$ cat config.mk
export PLATFORM = sky130hd
export DESIGN_NAME = pll_readback_status
export DESIGN_NICKNAME = d
export VERILOG_FILES = /design/src/pll_status_pkg.sv /design/src/pll_readback_status.sv /design/src/pll_status_sync.sv
export VERILOG_INCLUDE_DIRS = /design/src
export SDC_FILE = /design/constraint.sdc
export NUM_CORES = 1
export LEC_CHECK = 0
export ABC_AREA = 1
export BUFFER_PORTS_ARGS = -buffer_cell sky130_fd_sc_hd__buf_2
export CORE_MARGIN = 3
export CORE_UTILIZATION = 45
export CTS_CLUSTER_DIAMETER = 50
export DETAILED_ROUTE_END_ITERATION = 8
export PLACE_DENSITY_LB_ADDON = 0.2
export SYNTH_ARGS = -nofsm -noshare
export SYNTH_HDL_FRONTEND = slang
export SYNTH_SLANG_ARGS = --single-unit
$ cat constraint.sdc
create_clock -name clk -period 1.3 [get_ports clk]
set_input_delay 0.065 -clock clk [delete_from_list [all_inputs] [get_ports clk]]
set_output_delay 0.065 -clock clk [all_outputs]
set_load 0.05 [all_outputs]
$ cat src/pll_status_params.svh
// register map, field positions, reset values and bus codes of the pll readback status block
`ifndef PLL_STATUS_PARAMS_SVH
`define PLL_STATUS_PARAMS_SVH

`define AXI_ADDR_W 8
`define AXI_DATA_W 32
`define AXI_STRB_W 4
`define REG_IDX_W 6

// register indices; byte address is four times the index
`define THRESH_CFG_IDX 6'h1a
`define PLL_STATUS_IDX 6'h1f
`define IRQ_STATUS_IDX 6'h20
`define IRQ_MASK_IDX 6'h21

// live status field positions
`define LIVE_W 5
`define REFSEL_BIT 4
`define VCO_ABOVE_BIT 3
`define SECOND_REFERENCE_INPUT_ABOVE_BIT 2
`define FIRST_REFERENCE_INPUT_ABOVE_BIT 1
`define LOCK_BIT 0

// threshold configuration field and register reset values
`define THRESH_SEL_BIT 6
`define THRESH_SEL_RST 1'h0
`define IRQ_MASK_RST 5'h00
`define IRQ_STATUS_RST 5'h00
`define LIVE_RST 5'h00

`define RESP_OKAY 2'h0
`define RESP_SLVERR 2'h2

`endif

$ cat src/pll_status_pkg.sv
// types shared by the pll readback status block
package pll_status_pkg;

    typedef enum logic {WR_IDLE, WR_RESP} wr_state_t;

    typedef enum logic {RD_IDLE, RD_RESP} rd_state_t;

endpackage

$ cat src/pll_readback_status.sv
// axi4-lite register bank for pll readback status, threshold select and change interrupts
//
// Decided for this implementation: the AXI4-Lite slave port and the register offsets.
`timescale 1ns/10ps
`include "pll_status_params.svh"

// Function
// - bit 4 shows which reference feeds the pll, 1 means the second
// - bit 3 reads 1 while vco frequency is above its threshold
// - bit 2 reads 1 while second reference frequency is above threshold
// - second reference threshold is chosen by bit 6 of register 0x1A
// - bit 1 reads 1 while first reference frequency is above threshold
// - first reference monitor uses the same bit 6 threshold selection
// - bit 0 copies the digital lock detector, 1 while locked
module pll_readback_status
(
    input wire logic clk,
    input wire logic rst_n,
    input wire logic [`AXI_ADDR_W-1:0] awaddr,
    input wire logic awvalid,
    output logic awready,
    input wire logic [`AXI_DATA_W-1:0] wdata,
    input wire logic [`AXI_STRB_W-1:0] wstrb,
    input wire logic wvalid,
    output logic wready,
    output logic [1:0] bresp,
    output logic bvalid,
    input wire logic bready,
    input wire logic [`AXI_ADDR_W-1:0] araddr,
    input wire logic arvalid,
    output logic arready,
    output logic [`AXI_DATA_W-1:0] rdata,
    output logic [1:0] rresp,
    output logic rvalid,
    input wire logic rready,
    input wire logic refSecondSelected,
    input wire logic vcoAboveThreshold,
    input wire logic secondRefAboveThreshold,
    input wire logic firstRefAboveThreshold,
    input wire logic digitalLockDetect,
    output logic refThresholdSelect,
    output logic irq
);

    ////////////////////////////////////////////////////////////////////////////////
    // helpers

    function automatic logic [`REG_IDX_W-1:0] regIndex(input logic [`AXI_ADDR_W-1:0] addr);
        regIndex = addr[`REG_IDX_W+1:2];
    endfunction

    function automatic logic isMapped(input logic [`REG_IDX_W-1:0] idx);
        isMapped = (idx == `THRESH_CFG_IDX) || (idx == `PLL_STATUS_IDX)
            || (idx == `IRQ_STATUS_IDX) || (idx == `IRQ_MASK_IDX);
    endfunction

    function automatic logic [1:0] respFor(input logic [`REG_IDX_W-1:0] idx);
        respFor = isMapped(idx) ? `RESP_OKAY : `RESP_SLVERR;
    endfunction

    ////////////////////////////////////////////////////////////////////////////////
    // live status synchronisation

    logic [`LIVE_W-1:0] statusIn;
    logic [`LIVE_W-1:0] liveStatus;
    logic [`LIVE_W-1:0] livePrev;

    // monitors run on reference and vco clocks, so bring them over first
    assign statusIn[`REFSEL_BIT] = refSecondSelected;
    assign statusIn[`VCO_ABOVE_BIT] = vcoAboveThreshold;
    assign statusIn[`SECOND_REFERENCE_INPUT_ABOVE_BIT] = secondRefAboveThreshold;
    assign statusIn[`FIRST_REFERENCE_INPUT_ABOVE_BIT] = firstRefAboveThreshold;
    assign statusIn[`LOCK_BIT] = digitalLockDetect;

    pll_status_sync #(
        .WIDTH(`LIVE_W)
    ) u_sync (
        .clk(clk),
        .rst_n(rst_n),
        .asyncIn(statusIn),
        .syncOut(liveStatus)
    );

    ////////////////////////////////////////////////////////////////////////////////
    // write channel

    pll_status_pkg::wr_state_t wrState;
    pll_status_pkg::wr_state_t next_wrState;
    logic awHeld;
    logic wHeld;
    logic [`AXI_ADDR_W-1:0] awAddrQ;
    logic [`AXI_DATA_W-1:0] wDataQ;
    logic [`AXI_STRB_W-1:0] wStrbQ;

    logic awFire;
    logic wFire;
    logic doWrite;
    logic next_awHeld;
    logic next_wHeld;
    logic next_awready;
    logic next_wready;
    logic [`REG_IDX_W-1:0] wrIdx;
    logic cfgWrite;
    logic irqClearWrite;
    logic maskWrite;
    logic statusWrite;

    assign awFire = awvalid && awready;
    assign wFire = wvalid && wready;
    assign doWrite = awHeld && wHeld && (wrState == pll_status_pkg::WR_IDLE);
    assign next_awHeld = awFire || (awHeld && !doWrite);
    assign next_wHeld = wFire || (wHeld && !doWrite);
    assign wrIdx = regIndex(awAddrQ);
    assign cfgWrite = doWrite && (wrIdx == `THRESH_CFG_IDX) && wStrbQ[0];
    assign irqClearWrite = doWrite && (wrIdx == `IRQ_STATUS_IDX) && wStrbQ[0];
    assign maskWrite = doWrite && (wrIdx == `IRQ_MASK_IDX) && wStrbQ[0];
    // status is read only, a write there only earns an okay
    assign statusWrite = doWrite && (wrIdx == `PLL_STATUS_IDX);

    always_comb
    begin
        next_wrState = wrState;
        case (wrState)
            pll_status_pkg::WR_IDLE:
            begin
                if (doWrite)
                begin
                    next_wrState = pll_status_pkg::WR_RESP;
                end
            end
            pll_status_pkg::WR_RESP:
            begin
                if (bready)
                begin
                    next_wrState = pll_status_pkg::WR_IDLE;
                end
            end
            default:
            begin
                next_wrState = pll_status_pkg::WR_IDLE;
            end
        endcase
    end

    // one write in flight; address and data refused until the response is taken
    assign next_awready = !next_awHeld && (next_wrState == pll_status_pkg::WR_IDLE);
    assign next_wready = !next_wHeld && (next_wrState == pll_status_pkg::WR_IDLE);

    always_ff @(posedge clk)
    begin
        if (!rst_n)
        begin
            wrState <= pll_status_pkg::WR_IDLE;
            awHeld <= 1'b0;
            wHeld <= 1'b0;
            awready <= 1'b0;
            wready <= 1'b0;
            bvalid <= 1'b0;
            bresp <= `RESP_OKAY;
        end
        else
        begin
            wrState <= next_wrState;
            awHeld <= next_awHeld;
            wHeld <= next_wHeld;
            awready <= next_awready;
            wready <= next_wready;
            bvalid <= (next_wrState == pll_status_pkg::WR_RESP);
            if (doWrite)
            begin
                bresp <= respFor(wrIdx);
            end
        end
    end

    always_ff @(posedge clk)
    begin
        if (!rst_n)
        begin
            awAddrQ <= '0;
            wDataQ <= '0;
            wStrbQ <= '0;
        end
        else
        begin
            if (awFire)
            begin
                awAddrQ <= awaddr;
            end
            if (wFire)
            begin
                wDataQ <= wdata;
                wStrbQ <= wstrb;
            end
        end
    end

    ////////////////////////////////////////////////////////////////////////////////
    // configuration and interrupt registers

    logic [`LIVE_W-1:0] irqStatus;
    logic [`LIVE_W-1:0] irqMask;
    logic [`LIVE_W-1:0] liveChange;
    logic [`LIVE_W-1:0] clearBits;
    logic [`LIVE_W-1:0] next_irqStatus;

    assign liveChange = liveStatus ^ livePrev;
    assign clearBits = irqClearWrite ? wDataQ[`LIVE_W-1:0] : '0;
    // a change landing with its own clear stays set
    assign next_irqStatus = (irqStatus & ~clearBits) | liveChange;

    always_ff @(posedge clk)
    begin
        if (!rst_n)
        begin
            refThresholdSelect <= `THRESH_SEL_RST;
            irqMask <= `IRQ_MASK_RST;
            irqStatus <= `IRQ_STATUS_RST;
            livePrev <= `LIVE_RST;
            irq <= 1'b0;
        end
        else
        begin
            if (cfgWrite)
            begin
                // one select serves both reference monitors
                refThresholdSelect <= wDataQ[`THRESH_SEL_BIT];
            end
            if (maskWrite)
            begin
                irqMask <= wDataQ[`LIVE_W-1:0];
            end
            irqStatus <= next_irqStatus;
            livePrev <= liveStatus;
            irq <= |(irqStatus & irqMask);
        end
    end

    ////////////////////////////////////////////////////////////////////////////////
    // read channel

    pll_status_pkg::rd_state_t rdState;
    pll_status_pkg::rd_state_t next_rdState;
    logic arFire;
    logic [`REG_IDX_W-1:0] arIdx;
    logic [`AXI_DATA_W-1:0] cfgWord;
    logic [`AXI_DATA_W-1:0] readWord;

    assign arFire = arvalid && arready;
    assign arIdx = regIndex(araddr);

    always_comb
    begin
        cfgWord = '0;
        cfgWord[`THRESH_SEL_BIT] = refThresholdSelect;
    end

    // status is sampled live at the address handshake; unused bits read zero
    assign readWord = (arIdx == `PLL_STATUS_IDX) ? `AXI_DATA_W'(liveStatus)
        : (arIdx == `THRESH_CFG_IDX) ? cfgWord
        : (arIdx == `IRQ_STATUS_IDX) ? `AXI_DATA_W'(irqStatus)
        : (arIdx == `IRQ_MASK_IDX) ? `AXI_DATA_W'(irqMask)
        : '0;

    always_comb
    begin
        next_rdState = rdState;
        case (rdState)
            pll_status_pkg::RD_IDLE:
            begin
                if (arFire)
                begin
                    next_rdState = pll_status_pkg::RD_RESP;
                end
            end
            pll_status_pkg::RD_RESP:
            begin
                if (rready)
                begin
                    next_rdState = pll_status_pkg::RD_IDLE;
                end
            end
            default:
            begin
                next_rdState = pll_status_pkg::RD_IDLE;
            end
        endcase
    end

    always_ff @(posedge clk)
    begin
        if (!rst_n)
        begin
            rdState <= pll_status_pkg::RD_IDLE;
            arready <= 1'b0;
            rvalid <= 1'b0;
            rdata <= '0;
            rresp <= `RESP_OKAY;
        end
        else
        begin
            rdState <= next_rdState;
            arready <= (next_rdState == pll_status_pkg::RD_IDLE);
            rvalid <= (next_rdState == pll_status_pkg::RD_RESP);
            if (arFire)
            begin
                rdata <= readWord;
                rresp <= respFor(arIdx);
            end
        end
    end

    ////////////////////////////////////////////////////////////////////////////////
    // assertions

    logic statusRead;
    assign statusRead = arFire && (arIdx == `PLL_STATUS_IDX);

    a_refsel_readback: assert property (@(posedge clk) disable iff (!rst_n)
        statusRead |=> rdata[`REFSEL_BIT] == $past(liveStatus[`REFSEL_BIT]))
        else $error("reference select bit not returned by status read");

    a_vco_thresh_readback: assert property (@(posedge clk) disable iff (!rst_n)
        statusRead ##1 1'b1 |-> rvalid && rdata[`VCO_ABOVE_BIT] == $past(statusIn[`VCO_ABOVE_BIT], 3))
        else $error("vco threshold bit wrong on status read");

    a_second_reference_input_thresh_readback: assert property (@(posedge clk) disable iff (!rst_n)
        statusRead |=> rdata[`SECOND_REFERENCE_INPUT_ABOVE_BIT] == $past(liveStatus[`SECOND_REFERENCE_INPUT_ABOVE_BIT])
            && rresp == `RESP_OKAY)
        else $error("second reference threshold bit wrong on status read");

    a_thresh_select_write: assert property (@(posedge clk) disable iff (!rst_n)
        cfgWrite |=> refThresholdSelect == $past(wDataQ[`THRESH_SEL_BIT]) && bvalid)
        else $error("threshold select not taken from configuration write");

    a_first_reference_input_thresh_readback: assert property (@(posedge clk) disable iff (!rst_n)
        statusRead |=> rdata[`FIRST_REFERENCE_INPUT_ABOVE_BIT] == $past(liveStatus[`FIRST_REFERENCE_INPUT_ABOVE_BIT]))
        else $error("first reference threshold bit wrong on status read");

    a_thresh_select_hold: assert property (@(posedge clk) disable iff (!rst_n)
        !cfgWrite |=> $stable(refThresholdSelect))
        else $error("threshold select changed without configuration write");

    a_lock_readback: assert property (@(posedge clk) disable iff (!rst_n)
        statusRead |=> rdata[`LOCK_BIT] == $past(liveStatus[`LOCK_BIT]) && rvalid)
        else $error("lock detect bit wrong on status read");

    a_status_write_ignored: assert property (@(posedge clk) disable iff (!rst_n)
        statusWrite |=> bvalid && bresp == `RESP_OKAY && $stable(refThresholdSelect)
            && $stable(irqMask))
        else $error("write to read only status had an effect");

    a_sync_latency: assert property (@(posedge clk) disable iff (!rst_n)
        $past(rst_n) && $past(rst_n, 2) |-> liveStatus == $past(statusIn, 2))
        else $error("live status not two cycles behind monitor inputs");

    a_change_sets_flag: assert property (@(posedge clk) disable iff (!rst_n)
        (liveChange != '0) |=> (irqStatus & $past(liveChange)) == $past(liveChange))
        else $error("status change lost from interrupt flags");

    a_irq_follows_mask: assert property (@(posedge clk) disable iff (!rst_n)
        ((irqStatus & irqMask) != '0) |=> irq)
        else $error("interrupt not raised for unmasked flag");

endmodule

$ cat src/pll_status_sync.sv
// two-flop level synchroniser for the pll monitor and lock detect levels
`timescale 1ns/10ps
`include "pll_status_params.svh"

module pll_status_sync
#(
    parameter int WIDTH = `LIVE_W
)
(
    input wire logic clk,
    input wire logic rst_n,
    input wire logic [WIDTH-1:0] asyncIn,
    output logic [WIDTH-1:0] syncOut
);

    // first stage feeds only the second stage
    logic [WIDTH-1:0] stageOne;

    always_ff @(posedge clk)
    begin
        if (!rst_n)
        begin
            stageOne <= '0;
            syncOut <= '0;
        end
        else
        begin
            stageOne <= asyncIn;
            syncOut <= stageOne;
        end
    end

endmodule

Word level (Yosys, flattened, before mapping)
Cells that the tools add are included.
- equal/unequal tests: 8
- multiplexer cells: 13
- bitwise logic cells: 9
- reductions and logical operators: 27
- operator list (kind ; number):
    $eq 6x5->1 const B ; 4
    $eq 6x6->1 const B ; 4
    $logic_and 1x1->1 ; 15
    $mux 5 ; 3
    $mux 7 ; 2
    $and 5x5->5 ; 2
    $logic_or 1x1->1 ; 8
    $not 5->5 ; 1
    $or 5x5->5 ; 1
    $reduce_or 5->1 ; 1
    $xor 5x5->5 ; 1
    $mux 1 ; 4
    $mux 2 ; 2
    $not 1->1 ; 4
    $pmux 1 s2 ; 2
    $logic_not 1->1 ; 3
- register bits: 86
- input bits: 64
- output and inout port bits: 43
- logic and storage cells: 77

Longest topological paths before layout
- depth in word-level cells: 8
- depth in mapped cells: 8
- mapped depth without buffers: 8

By module
A second synthesis with hierarchy kept.
- cell total of the unflattened synthesis: 327
- area, all modules: 2411.1 um^2
- by module, submodules not included (module ; instances ; cells an instance ; area an instance (um^2) ; sequential area each (um^2)):
    pll_readback_status ; 1 ; 296 ; 2124.5 ; 900.9
    pll_status_sync ; 1 ; 31 ; 286.5 ; 200.2

Worst setup path after synthesis
No wires, ideal clock.
- path type: reg-to-reg
- from: reg wready
- to: reg wDataQ[2]
- setup time: 129 ps
- arrival time: 1214 ps
- required time: 1171 ps
- path slack: -43 ps
- cell stages (with the launch flop): 5
- buffers on the path: 1
- period minus slack after synthesis: 1343 ps
- cell sequence: dfxtp_1 > nand2_1 > clkbuf_1 > o21ai_1 > a21oi_1
- cells in the longest elaborated chain, start to end: 1
- ends and longest elaborated chain (what ; line ; RTL):
    start, declared ; pll_readback_status.sv:25 ; output logic wready,
    start signal, assigned ; pll_readback_status.sv:167 ; wready <= next_wready;
    $logic_and 1x1->1 ; pll_readback_status.sv:109 ; assign wFire = wvalid && wready;
    end signal, assigned ; pll_readback_status.sv:192 ; wDataQ <= wdata;
    end, declared ; pll_readback_status.sv:92 ; logic [`AXI_DATA_W-1:0] wDataQ;
Every way passes these cells.
A chain may end at the register's enable or synchronous reset.

Worst setup path after layout
- from: reg awAddrQ[4]
- to: reg irqMask[0]
- cells in the longest elaborated chain, start to end: 3
- ends and longest elaborated chain (what ; line ; RTL):
    start, declared ; pll_readback_status.sv:91 ; logic [`AXI_ADDR_W-1:0] awAddrQ;
    start signal, assigned ; pll_readback_status.sv:188 ; awAddrQ <= awaddr;
    $eq 6x6->1 (no line) ; n/a ;
    $logic_and 1x1->1 (2 in series) ; pll_readback_status.sv:116 ; assign maskWrite = doWrite && (wrIdx == `IRQ_MASK_IDX) && wStrbQ[0];
    end signal, assigned ; pll_readback_status.sv:217 ; irqMask <= `IRQ_MASK_RST;
    end signal, assigned ; pll_readback_status.sv:231 ; irqMask <= wDataQ[`LIVE_W-1:0];
    end, declared ; pll_readback_status.sv:202 ; logic [`LIVE_W-1:0] irqMask;
Every way passes these cells.

==> results.toml <==
[floorplanning]
core_area_um2 = 5170
start_util_pct = 47.0
die-area_um2 = 6320
rows = 26
die_x_um = 79.5
die_h_um = 79.5
io_pins = 107

[hold_path]
min_delay_path_depth = 3
hold_path_end = "awAddrQ[5]"
min-delay-start = "awaddr[5]"
holdCritPathClass = "in2reg"

[routing]
firstDrtPassIters = 5
ant_nets = 0
routed_wl_mm = 4.46
drc = 0
viasPerCell = 4.33
drt_iter0_drc = 93
wl_per_cell_um = 9.92
num_vias = 1946

[clock_tree]
htree_levels = 2
cts_buffers = 5
cts_tree = "built"
path_clk_slew_ps = 100
root_buffer = "clkbuf_8"
clk_latency_ps = 310
cts_buffer_depth = 2
cts.sinks = 55

[logic_synthesis]
netlist-cell-type-count = 22
synth-warning-count = 0
ys_ff_latch = 55
synth-edff-count = 0
postSynthAreaPerCell_um2 = 7.43
netlist_instances = 327
synth_ff_type = "dfxtp_1"
synth-seq-area-share_pct = 45.3
async_reset_ff_share_pct = 0
syn_area_um2 = 2430

[worst_setup_path]
cp.arrival_ps = 1380
r2r_slack_ps = 130
cp_top_family = "simple AND/OR/NAND/NOR gates"
cp-start-kind = "flip-flop"
cp_slowest_cell = "dfxtp_1"
path_max_fanout = 9
worstPathRequired_ps = 1510
worst-r2r-cell-count = 6
path_cells = "nor2_2 > nand4_2 > nor2_8 > nand2_1 > nand2_1 > nor2_1"
slowest_delay_ps = 360
crit_cells = 6
crit_buf_inv = 0
r2r_end = "irqMask[0]"
end_kind = "flip-flop"
path_class = "reg2reg"
cp_common_cell = "nand2_1"
r2r-start = "awAddrQ[4]"

[placed_design]
dpl.hpwl_mm = 3.42
portBuffers = 45
gp_congestion = 0.771

[power_and_ir_drop]
power_frac_clock_pct = 28.1
power_w = 0.00344
switchingPower_w = 0.00111
p_int_w = 0.00233
ir_drop_v = 0.000619
netSwitchingFraction_pct = 32.3
cellPowerDensity_nw_per_um2 = 1240
combPwrFrac_pct = 18.4
leakage_nw = 1.40
p_seq_share_pct = 53.5

[timing]
min_period_over_period_pct = 89.8
layout_min_cycle_time_ps = 1170
finalSetupViolations = 0
finalHoldViolations = 0
timing.hold.ws_ps = 16.0
tns_ps = 0
rsz0062_at_grt = "true"
finalClockSkew_ps = 8.10
max_freq_ghz = 0.856
slew_violations = 0

[global_routing]
overflow = 0
antenna_found_initial = 0
grt_pass1_wl_mm = 7.67
grt_pass1_vias = 1781
grt_max_degree = 24
grt_usage_pct = 15.0

[final_layout]
multiInputGateArea_um2 = 1030
seq_area_um2 = 1100
diodes = 0
nets = 442
nFillCells = 520
drive_gt1_share_pct = 19.3
final_util_pct = 53.5
area_growth_pct = 13.8

[run_status]
outcome = "completed"

[flow_run]
cap_violations = 0
## synth_stat cells, types with 2 or more instances
library cell  number  share of area, %
nor2_1            48               7.4
inv_2              7               1.1
clkbuf_1           5              0.77
inv_1             32               4.9
o21ai_1           10               2.1
nand4_1            2              0.51
nor2_8             2               1.6
buf_4             30               9.3
o21ai_0           12               2.5
nor3_1             2              0.41
nand3_1           25               5.1
nor2_2             3              0.77
dfxtp_1           55                45
nand2_1           61               9.4
a21oi_1           21               4.3
xnor2_1            6               2.2
## registers in the layout, summed over array words and instances, names as in the netlist, 5 cells and up
name             cells
awAddrQ              6
rdata                6
wDataQ               6
irqStatus            5
irqMask              5
u_sync.stageOne      5
livePrev             5
u_sync.syncOut       5
## power by group through the flow
| stage | clock network (W) | logic (W) | registers, W |
|---|---|---|---|
| 2_1_floorplan | 0 | 0.000462 | 0.00197 |
| 3_3_place_gp | 0 | 0.000609 | 0.00188 |
| 3_5_place_dp | 0 | 0.000618 | 0.00188 |
| 4_1_cts | 0.00101 | 0.000631 | 0.00184 |
| 5_1_grt | 0.00107 | 0.000699 | 0.00186 |
| 6_report | 0.000967 | 0.000633 | 0.00184 |
## per-stage QoR
step	cell area [um^2]	std cells	setup slack, ps
2_1_floorplan	2530	354	37.9
3_3_place_gp	2620	436	106
3_5_place_dp	2620	436	84.3
4_1_cts	2760	449	86.3
5_1_grt	2770	449	-14.7
6_report	2770	449	132
## worst min-delay path: stages
cell	delay, ps
buf_2	70
o21ai_0	70
nor2_1	80
## what timing repair did
action | in CTS | in global routing
setup buffers | 0 | 0
resized for setup | 0 | 1
hold endpoints to repair | 5 | 0
setup endpoints to repair | 0 | 6
hold buffers | 5 | 0
## kinds of logic (layout without fill, tap and decap cells)
family                 count (synthesis)  after routing  synth area share (%)
AO/OA/AOI/OAI                         43             43                  8.85
AND/OR/NAND/NOR                      146            146                  26.8
flip-flops                            55             55                  45.3
buffers and inverters                 76            101                  16.7
other                                  1             28                 0.154
XOR/XNOR                               6              6                  2.16
## layer usage
| layer | share of wire, % | wire length [um] | global-route usage [%] |
|---|---|---|---|
| met5 | 0 | 0 | 0 |
| met2 | 42 | 1870 | 23.5 |
| met4 | 1.0 | 46 | 4.64 |
| met3 | 7.0 | 312 | 3.39 |
| met1 | 50 | 2230 | 20.5 |
## worst max path at each step
| stage | startpoint | end | slack (ps) |
|---|---|---|---|
| 2_1_floorplan | awready | awready | 40 |
| 3_3_place_gp | awAddrQ[4] | irqStatus[3] | 110 |
| 6_report | awAddrQ[4] | irqMask[0] | 130 |
| 4_1_cts | awAddrQ[4] | irqStatus[3] | 90 |
| 3_5_place_dp | awAddrQ[4] | irqStatus[3] | 80 |
| 5_1_grt | awAddrQ[4] | irqStatus[1] | -10 |
## placed cells by master (no fill, tap or decap), drive strengths merged
master and count:
nand2 61, dfxtp 55, nor2 53, buf 49, inv 41, conb 28, nand3 26, o21ai 22
a21oi 21, xnor2 6, clkbuf 5, dlygate4sd3 5, nand4 3, nor3 2, or2 1, clkinvlp 1
## layout make-up
class                      count  share of cell area [%]
clock buffer                   5                    2.49
multi-input combinational    223                    37.2
timing repair buffer          54                    11.0
sequential                    55                    39.9
tap                           70                    3.17
clock inverter                 3                   0.905
inverter                      39                    5.29
Power figures use the tool's default switching activity.
